$ cat config.mk
export PLATFORM = sky130hd
export DESIGN_NAME = sevr_top
export DESIGN_NICKNAME = d
export VERILOG_FILES = /design/src/sevr_pkg.sv /design/src/sevr_latch.sv /design/src/sevr_mask.sv /design/src/sevr_top.sv
export VERILOG_INCLUDE_DIRS = /design/src
export SDC_FILE = /design/constraint.sdc
export NUM_CORES = 1
export LEC_CHECK = 0
export ABC_CLOCK_PERIOD_IN_PS = 1700
export BUFFER_PORTS_ARGS = -buffer_cell sky130_fd_sc_hd__buf_2
export CAP_MARGIN = 15
export CORE_ASPECT_RATIO = 0.8
export CORE_UTILIZATION = 52
export DETAILED_ROUTE_END_ITERATION = 16
export HOLD_SLACK_MARGIN = 0.05
export PLACE_DENSITY = 0.93
export SETUP_SLACK_MARGIN = 0.5
export SKIP_LAST_GASP = 1
export SYNTH_ARGS = -nofsm -noshare
export SYNTH_HDL_FRONTEND = slang
export SYNTH_SLANG_ARGS = --single-unit
$ cat constraint.sdc
create_clock -name CORE_CLK -period 1.7 [get_ports CORE_CLK]
set_input_delay 0.085 -clock CORE_CLK [delete_from_list [all_inputs] [get_ports CORE_CLK]]
set_output_delay 0.085 -clock CORE_CLK [all_outputs]
set_load 0.05 [all_outputs]
$ cat src/sevr_cfg.svh
// Purpose: constants for the status event register block
// Assumes: one 20 MHz core clock
// Notes: bit positions and widths of both event groups
`ifndef SEVR_CFG_SVH
`define SEVR_CFG_SVH
`define SEVR_QUES_W 16
`define SEVR_STD_W 8
`define SEVR_QUES_USED 16'h0613
`define SEVR_STD_USED 8'hBD
`define SEVR_Q_VOLT 0
`define SEVR_Q_CURR 1
`define SEVR_Q_TEMP 4
`define SEVR_Q_OVP 9
`define SEVR_Q_OCP 10
`define SEVR_S_OP_COMPLETE 0
`define SEVR_S_QUERY_ERR 2
`define SEVR_S_DEV_ERR 3
`define SEVR_S_EXEC_ERR 4
`define SEVR_S_CMD_ERR 5
`define SEVR_S_POWER_CYCLE 7
`define SEVR_STB_QUES 3
`define SEVR_STB_STD_SUM 5
`define SEVR_STD_ERR_MASK 8'h3C
`define SEVR_QUES_MASK_RST 16'h0000
`define SEVR_STD_MASK_RST 8'h00
`endif

$ cat src/sevr_pkg.sv
// Purpose: types for the status event register block
// Assumes: nothing beyond the config header
// Notes: command codes decoded from the remote controller
package sevr_pkg;
  typedef enum logic [2:0] {
    SEVR_CMD_NONE,
    SEVR_CMD_CLS,
    SEVR_CMD_READ_QEV,
    SEVR_CMD_READ_SEV,
    SEVR_CMD_WRITE_QEN,
    SEVR_CMD_WRITE_SEN,
    SEVR_CMD_READ_QEN,
    SEVR_CMD_READ_SEN
  } sevr_cmd_t;
endpackage : sevr_pkg

$ cat src/sevr_latch.sv
// Purpose: one latched event register with enable mask and summary
// Assumes: set events are one-cycle or level inputs
// Notes: set wins over a clear in the same cycle
`timescale 1ns/1ps
`default_nettype none
module sevr_latch #(
  parameter int W = 8,
  parameter logic [W-1:0] USED = '1
) (
  input wire logic clk,
  input wire logic rst_n,
  input wire logic [W-1:0] set_in,
  input wire logic clr,
  input wire logic [W-1:0] mask,
  output logic [W-1:0] events,
  output logic summary
);
  logic [W-1:0] ev;
  genvar i;
  generate
    for (i = 0; i < W; i++) begin : g_bit
      if (USED[i]) begin : g_used
        always_ff @(posedge clk or negedge rst_n) begin
          if (!rst_n)
            ev[i] <= 1'b0;
          else if (set_in[i])
            ev[i] <= 1'b1;
          else if (clr)
            ev[i] <= 1'b0;
        end
      end else begin : g_zero
        assign ev[i] = 1'b0;
      end
    end
  endgenerate
  assign events = ev;
  assign summary = |(ev & mask);
endmodule : sevr_latch
`default_nettype wire

$ cat src/sevr_mask.sv
// Purpose: writable, readable enable mask
// Assumes: reading never touches it
// Notes: power-on clear selectable
`timescale 1ns/1ps
`default_nettype none
module sevr_mask #(
  parameter int W = 8,
  parameter logic [W-1:0] USED = '1,
  parameter logic [W-1:0] RST = '0
) (
  input wire logic clk,
  input wire logic rst_n,
  input wire logic power_clr,
  input wire logic power_pulse,
  input wire logic wr,
  input wire logic [W-1:0] wdata,
  output logic [W-1:0] mask
);
  always_ff @(posedge clk or negedge rst_n) begin
    if (!rst_n)
      mask <= RST;
    else if (wr)
      mask <= wdata & USED;
    else if (power_pulse && power_clr)
      mask <= '0;
  end
endmodule : sevr_mask
`default_nettype wire

$ cat src/sevr_top.sv
// Purpose: questionable and standard event groups with status byte summaries
// Assumes: commands arrive as one-cycle strobes with decoded code
// Notes: masks persist through reset command, device clear and clear status
`include "sevr_cfg.svh"
`timescale 1ns/1ps
`default_nettype none
module sevr_top (
  input wire logic CORE_CLK,
  input wire logic RST_N,
  input wire logic CMD_VALID,
  input wire sevr_pkg::sevr_cmd_t CMD_CODE,
  input wire logic [15:0] CMD_WDATA,
  input wire logic RESET_CMD,
  input wire logic DEVICE_CLEAR,
  input wire logic POWER_ON,
  input wire logic POWER_ON_CLEAR_SETTING,
  input wire logic VOLT_UNREG,
  input wire logic CURR_UNREG,
  input wire logic FAN_OVERTEMP,
  input wire logic OVP_TRIP,
  input wire logic OCP_TRIP,
  input wire logic OPERATION_COMPLETE_FLAG,
  input wire logic QUERY_ERROR,
  input wire logic DEVICE_ERROR,
  input wire logic EXECUTION_ERROR,
  input wire logic COMMAND_ERROR,
  output logic [15:0] RDATA,
  output logic RDATA_VALID,
  output logic STB_QUES,
  output logic STANDARD_GROUP_SUMMARY,
  output logic ERRQ_PUSH
);
  logic [`SEVR_QUES_W-1:0] q_set;
  logic [`SEVR_STD_W-1:0] s_set;
  logic [`SEVR_QUES_W-1:0] q_ev;
  logic [`SEVR_STD_W-1:0] s_ev;
  logic [`SEVR_QUES_W-1:0] q_mask;
  logic [`SEVR_STD_W-1:0] s_mask;
  logic q_sum;
  logic s_sum;
  logic power_seen;
  wire is_cls = CMD_VALID && (CMD_CODE == sevr_pkg::SEVR_CMD_CLS);
  wire rd_qev = CMD_VALID && (CMD_CODE == sevr_pkg::SEVR_CMD_READ_QEV);
  wire rd_sev = CMD_VALID && (CMD_CODE == sevr_pkg::SEVR_CMD_READ_SEV);
  wire rd_qen = CMD_VALID && (CMD_CODE == sevr_pkg::SEVR_CMD_READ_QEN);
  wire rd_sen = CMD_VALID && (CMD_CODE == sevr_pkg::SEVR_CMD_READ_SEN);
  wire wr_qen = CMD_VALID && (CMD_CODE == sevr_pkg::SEVR_CMD_WRITE_QEN);
  wire wr_sen = CMD_VALID && (CMD_CODE == sevr_pkg::SEVR_CMD_WRITE_SEN);
  wire clr_q = is_cls || rd_qev;
  wire clr_s = is_cls || rd_sev;
  // power-on pulse: first cycle after reset release, or an explicit power event
  wire power_pulse = POWER_ON || !power_seen;
  always_ff @(posedge CORE_CLK or negedge RST_N) begin
    if (!RST_N)
      power_seen <= 1'b0;
    else
      power_seen <= 1'b1;
  end
  always_comb begin
    q_set = '0;
    q_set[`SEVR_Q_VOLT] = VOLT_UNREG;
    q_set[`SEVR_Q_CURR] = CURR_UNREG;
    q_set[`SEVR_Q_TEMP] = FAN_OVERTEMP;
    q_set[`SEVR_Q_OVP] = OVP_TRIP;
    q_set[`SEVR_Q_OCP] = OCP_TRIP;
  end
  always_comb begin
    s_set = '0;
    s_set[`SEVR_S_OP_COMPLETE] = OPERATION_COMPLETE_FLAG;
    s_set[`SEVR_S_QUERY_ERR] = QUERY_ERROR;
    s_set[`SEVR_S_DEV_ERR] = DEVICE_ERROR;
    s_set[`SEVR_S_EXEC_ERR] = EXECUTION_ERROR;
    s_set[`SEVR_S_CMD_ERR] = COMMAND_ERROR;
    s_set[`SEVR_S_POWER_CYCLE] = power_pulse;
  end
  // widths fixed at 16 and 8
  sevr_latch #(.W(`SEVR_QUES_W), .USED(`SEVR_QUES_USED)) u_qev (
    .clk(CORE_CLK),
    .rst_n(RST_N),
    .set_in(q_set),
    .clr(clr_q),
    .mask(q_mask),
    .events(q_ev),
    .summary(q_sum)
  );
  sevr_latch #(.W(`SEVR_STD_W), .USED(`SEVR_STD_USED)) u_sev (
    .clk(CORE_CLK),
    .rst_n(RST_N),
    .set_in(s_set),
    .clr(clr_s),
    .mask(s_mask),
    .events(s_ev),
    .summary(s_sum)
  );
  sevr_mask #(.W(`SEVR_QUES_W), .USED(`SEVR_QUES_USED), .RST(`SEVR_QUES_MASK_RST)) u_qen (
    .clk(CORE_CLK),
    .rst_n(RST_N),
    .power_clr(1'b0),
    .power_pulse(1'b0),
    .wr(wr_qen),
    .wdata(CMD_WDATA),
    .mask(q_mask)
  );
  sevr_mask #(.W(`SEVR_STD_W), .USED(`SEVR_STD_USED), .RST(`SEVR_STD_MASK_RST)) u_sen (
    .clk(CORE_CLK),
    .rst_n(RST_N),
    .power_clr(POWER_ON_CLEAR_SETTING),
    .power_pulse(POWER_ON),
    .wr(wr_sen),
    .wdata(CMD_WDATA[`SEVR_STD_W-1:0]),
    .mask(s_mask)
  );
  // summaries stay combinational so a clear drops them at once
  assign STB_QUES = q_sum;
  assign STANDARD_GROUP_SUMMARY = s_sum;
  // read data is the plain binary value
  wire any_rd = rd_qev || rd_sev || rd_qen || rd_sen;
  wire [15:0] rd_mux = rd_qev ? q_ev :
                       rd_sev ? {8'h00, s_ev} :
                       rd_qen ? q_mask :
                       rd_sen ? {8'h00, s_mask} : 16'h0000;
  always_ff @(posedge CORE_CLK or negedge RST_N) begin
    if (!RST_N) begin
      RDATA <= 16'h0000;
      RDATA_VALID <= 1'b0;
    end else begin
      RDATA_VALID <= any_rd;
      if (any_rd)
        RDATA <= rd_mux;
    end
  end
  always_ff @(posedge CORE_CLK or negedge RST_N) begin
    if (!RST_N)
      ERRQ_PUSH <= 1'b0;
    else
      ERRQ_PUSH <= |(s_set & `SEVR_STD_ERR_MASK);
  end
endmodule : sevr_top
`default_nettype wire

## Yosys cells after proc, flatten, opt, wreduce, memory -nomap -nowiden

Index checks and enable logic that the tools add are counted.

| word-level totals | value |
|---|---|
| input port bits | 36 |
| flip-flop bits (word level) | 43 |
| output and inout port bits | 20 |

| cells by class | value |
|---|---|
| muxes and demuxes | 19 |
| equality and inequality tests | 7 |
| reductions and logical operators | 30 |
| bitwise operators | 2 |

Operator list:

| cell | count |
|---|---|
| $mux W11 | 3 |
| $mux W8 | 3 |
| $reduce_bool A2 Y1 | 12 |
| $reduce_or A16 Y1 | 1 |
| $mux W1 | 13 |
| $eq A3 B3 Y1 const B | 4 |
| $and A11 B11 Y11 | 1 |
| $and A8 B8 Y8 | 1 |
| $logic_and A1 B1 Y1 | 8 |
| $reduce_or A8 Y1 | 1 |
| $eq A3 B2 Y1 const B | 2 |
| $logic_or A1 B1 Y1 | 6 |
| $reduce_or A4 Y1 | 1 |
| $eq A3 B1 Y1 const B | 1 |
| $logic_not A1 Y1 | 1 |

## Longest topological paths before layout

| logic depth | value |
|---|---|
| depth in word-level cells | 6 |
| mapped depth | 5 |
| depth with buffers taken out | 3 |

## Hierarchy

From an unflattened synthesis, not the netlist that was laid out.

| second synthesis, totals | value |
|---|---|
| cells, all modules | 208 |
| area total of the unflattened synthesis | 2177.1 um^2 |

Modules (own cells, without submodules):

| module | instances | cells each | seq. area each (um^2) | area each (um^2) |
|---|---|---|---|---|
| sevr_top | 1 | 110 | 475.5 | 1053.5 |
| sevr_mask at u_qen | 1 | 29 | 125.1 | 314.1 |
| sevr_mask at u_sen | 1 | 23 | 150.1 | 286.5 |
| sevr_latch at u_qev | 1 | 26 | 125.1 | 275.3 |
| sevr_latch at u_sev | 1 | 20 | 150.1 | 247.7 |

## Worst setup path after synthesis

OpenSTA, ideal clock, no wires.

| timing path | value |
|---|---|
| kind | register -> output |
| start point | register u_qev.ev[9] (netlist: u_qev.events[9]) |
| end point | output STB_QUES |
| cell stages (with the launch flop) | 3 |
| data arrival time | 1026 ps |
| buffers on the path | 0 |
| required time | 1615 ps |
| setup slack | 589 ps |
| path through | dfrtp_1 -> a222oi_1 -> nand2_1 |

| on the way | value |
|---|---|
| cells in the longest elaborated chain, start to end | 2 |

RTL lines:

| element | RTL line | text |
|---|---|---|
| start: declaration | sevr_latch.sv:18 | `logic [W-1:0] ev;` |
| start signal: indexed assignment | sevr_latch.sv:25 | `ev[i] <= 1'b0;` |
| start signal: indexed assignment | sevr_latch.sv:27 | `ev[i] <= 1'b1;` |
| start signal: indexed assignment | sevr_latch.sv:29 | `ev[i] <= 1'b0;` |
| $and A11 B11 Y11 | sevr_latch.sv:37 | `assign summary = \|(ev & mask);` |
| $reduce_or A16 Y1 | sevr_latch.sv:37 |  |
| end: declaration | sevr_top.sv:29 | `output logic STB_QUES,` |

No other way between the ends.

## Worst setup path after layout

Same ends and word-level chain as after synthesis.

==> impl_metrics.tcl <==
set metrics [dict create \
    outcome "finished, final reports clean" \
    cts_max_path_buffers 2 \
    wl_per_cell_um 17.1 \
    pin_count 56 \
    setup_viol 0 \
    gate_count_post_synth 134 \
    fin_crit_sh_pct 98.7 \
    synth_cell_type_count 28 \
    met1_usage_pct 32.6 \
    grt_antenna_before_repair 1 \
    grt_first_pass_wirelength_um 6200 \
    timing_max_transition_violations_final 0 \
    routed_wl_um 4170 \
    dp_hpwl_um 2220 \
    area_delta_synth_final_pct 36.9 \
    yosysMostFrequentCell "sky130_fd_sc_hd__dfrtp_1" \
    utilization_pct 74.7 \
    synth_area_um2 1510 \
    finalWeightedCongestion 0.915 \
    critical_path_required_ns 1.62 \
    pin_count_of_the_biggest_net_entering_global_routing 35 \
    use_met3_pct 7.50 \
    setup_slack_ns 0.0222 \
    ant_nets 0 \
    critical_path.reg2reg.startpoint "u_sen.mask[0]" \
    die_span_x_um 62.2 \
    cts_tree "done" \
    worst_setup_path_start_kind "flop" \
    worst_setup_path_startpoint "u_qev.events[9]" \
    relative_slew_slack_pct 51.3 \
    fp.dieH_um 50.2 \
    cts-buffers-inserted 5 \
    worst-slew-pin-transition_ns 0.731 \
    design.die.area_um2 3120 \
    syn_avg_cell_area_um2 11.3 \
    critPathArrivalTime_ns 1.59 \
    fill_cells 195 \
    synth_sequential_area_ratio_pct 56.4 \
    clk_transition_reported_paths_ns 0.11 \
    ys.warnings.count 0 \
    grt_use_total_pct 27.0 \
    power.density_cell_area_nw_per_um2 957 \
    clk_root_buffer_cell "sky130_fd_sc_hd__clkbuf_4" \
    clk-insertion-delay-late_ns 0.35 \
    postSynthRegisterBits 34 \
    hold_viol_final 0 \
    drv_cap 0 \
    drt-pass1-iter-count 5 \
    area_share_of_the_largest_cell_type_after_synthesis_pct 56.4 \
    critPathKind "flop to output port" \
    min_from "POWER_ON_CLEAR_SETTING" \
    place_worst_setup_slack_ns 0.409 \
    htree_levels 2 \
    fin_total_pwr_uw 1980 \
    fin_nets 240 \
    skew_ns 0.00626 \
    via_total_after_detailed_routing 1360 \
    ys.flop_type "sky130_fd_sc_hd__dfrtp_1" \
    asyncSetResetFlopFracSynth_pct 100 \
    rsz0062_at_grt "yes" \
    fmaxAchievable_ghz 0.596 \
    timing.hold.ws_ns 0.105 \
    synthDominantAreaCellType "sky130_fd_sc_hd__dfrtp_1" \
    post_synth_most_frequent_cells "sky130_fd_sc_hd__dfrtp_1 (34), sky130_fd_sc_hd__nand2_1 (23), sky130_fd_sc_hd__a21o_1 (10), sky130_fd_sc_hd__buf_4 (10), sky130_fd_sc_hd__o21ai_0 (9)" \
    setup.worst_path.end_class "output port" \
    number_of_enable_type_register_cells_in_the_synthesized_netlist 0 \
    clock_sinks 34 \
    global_route.overflow_total 0 \
    worstHoldPathType "primary input to flop" \
    ir_drop_mv 0.499 \
    core_um2 2770 \
    number_of_standard_cell_rows_in_the_floorplan 17 \
    vias_per_cell 5.57 \
    detail_route.drc_violations 0 \
    yosys-top-cells-area "sky130_fd_sc_hd__dfrtp_1 (56%), sky130_fd_sc_hd__nand2_1 (5.7%), sky130_fd_sc_hd__a21o_1 (5.0%), sky130_fd_sc_hd__buf_4 (5.0%), sky130_fd_sc_hd__mux2i_1 (4.6%)" \
    grt_most_used_layer "met2" \
    met2_usage_pct 44.0 \
    layout_min_cycle_time_ns 1.68 \
    lkg_pwr_uw 0.000979 \
    effective_utilization_at_floorplan_pct 54.5 \
    proportion_of_layout_cells_with_a_drive_suffix_above_1_pct 33.7 \
    worst-path-max-fanout 3 \
    number_of_drc_violations_after_detailed_routing_iteration_0 81 \
    port_bufs 39 \
    grt_pass1_vias 1310 \
]
## through the flow
stage          area [µm²]  setup TNS, ns  instances
3_5_place_dp         1680              0        205
3_3_place_gp         1680              0        205
4_1_cts              2030              0        242
6_report             2060              0        244
5_1_grt              2060        -0.0191        244
2_1_floorplan        1530              0        140
## cell usage in the layout (no fill, tap or decap), types with 2 or more instances in the layout
cell type / netlist / layout
sky130_fd_sc_hd__buf_6: 1 / 3
sky130_fd_sc_hd__dlygate4sd3_1: 0 / 21
sky130_fd_sc_hd__a21oi_1: 2 / 2
sky130_fd_sc_hd__buf_4: 10 / 8
sky130_fd_sc_hd__o21ai_1: 4 / 4
sky130_fd_sc_hd__mux2i_1: 7 / 7
sky130_fd_sc_hd__conb_1: 2 / 8
sky130_fd_sc_hd__clkbuf_4: 0 / 5
sky130_fd_sc_hd__a221o_1: 2 / 2
sky130_fd_sc_hd__a22oi_2: 0 / 2
sky130_fd_sc_hd__o21ai_0: 9 / 9
sky130_fd_sc_hd__nor2_1: 2 / 2
sky130_fd_sc_hd__buf_2: 1 / 37
sky130_fd_sc_hd__a22oi_1: 4 / 2
sky130_fd_sc_hd__nand2_1: 23 / 23
sky130_fd_sc_hd__nand3b_1: 3 / 3
sky130_fd_sc_hd__a21o_1: 10 / 10
sky130_fd_sc_hd__mux2_2: 5 / 5
sky130_fd_sc_hd__dfrtp_1: 34 / 34
## kinds of logic (layout without fill, tap and decap cells)
family,after synthesis,in the layout,share of synthesized area (%)
buffers and inverters,13,78,6.31
xor gates and xnor gates,1,1,0.581
other,2,9,0.498
AOI/OAI and AO/OA,32,32,13.9
DFF,34,34,56.4
muxes,12,12,8.38
and+or+nand+nor,40,40,13.9
## layer usage
layer	routed length, µm	vias up
met5	0	-
met4	181	0
met3	422	16
met2	1910	101
met1	1660	643
li1	-	600
## final timing paths
path	to	slack [ns]	depth (start not counted)
hold reg to reg	RDATA[3]	0.49	2
setup reg to reg	RDATA[0]	0.49	4
setup / recovery	STB_QUES	0.02	3
max in group asynchronous	RDATA[5]	0.92	2
hold / removal	u_sen.mask[4]	0.11	4
min in group asynchronous	u_sen.mask[3]	0.31	2
## timing repair
action,CTS,global route
gates resized for setup,5,5
endpoints found under the setup margin,2,3
gates cloned,0,0
hold buffers,21,0
pin swaps,2,2
buffers inserted,8,1
endpoints found under the hold margin,57,0
## state kept, by name (all words and copies together), names as in the netlist
name,cells
u_sen.mask,6
u_qen.mask,5
power_seen,1
RDATA,9
u_sev.events,6
ERRQ_PUSH,1
RDATA_VALID,1
u_qev.events,5
## power breakdown
part           internal (µW)  switching (µW)  leakage (µW)
Combinational            196             344      0.000550
Sequential               890            66.4      0.000394
Clock                    199             281     0.0000343
Total                   1290             691      0.000979
## critical path: stages (launching register included)
cell and delay [ns]:
sky130_fd_sc_hd__dfrtp_1 0.43, sky130_fd_sc_hd__a222oi_1 0.43, sky130_fd_sc_hd__nand2_1 0.19, sky130_fd_sc_hd__buf_6 0.20
## final cells by class
| cell class | count | area (µm²) | area share (%) |
|---|---|---|---|
| Tap cell | 38 | 47.5 | 2.30 |
| Multi-Input combinational cell | 93 | 607 | 29.4 |
| Timing Repair Buffer | 69 | 489 | 23.7 |
| Sequential cell | 34 | 851 | 41.2 |
| Clock inverter | 2 | 12.5 | 0.606 |
| Inverter | 1 | 3.75 | 0.182 |
| Clock buffer | 6 | 51.3 | 2.48 |
| Antenna cell | 1 | 2.50 | 0.121 |
No activity file was read; power rests on OpenSTA's default activity.
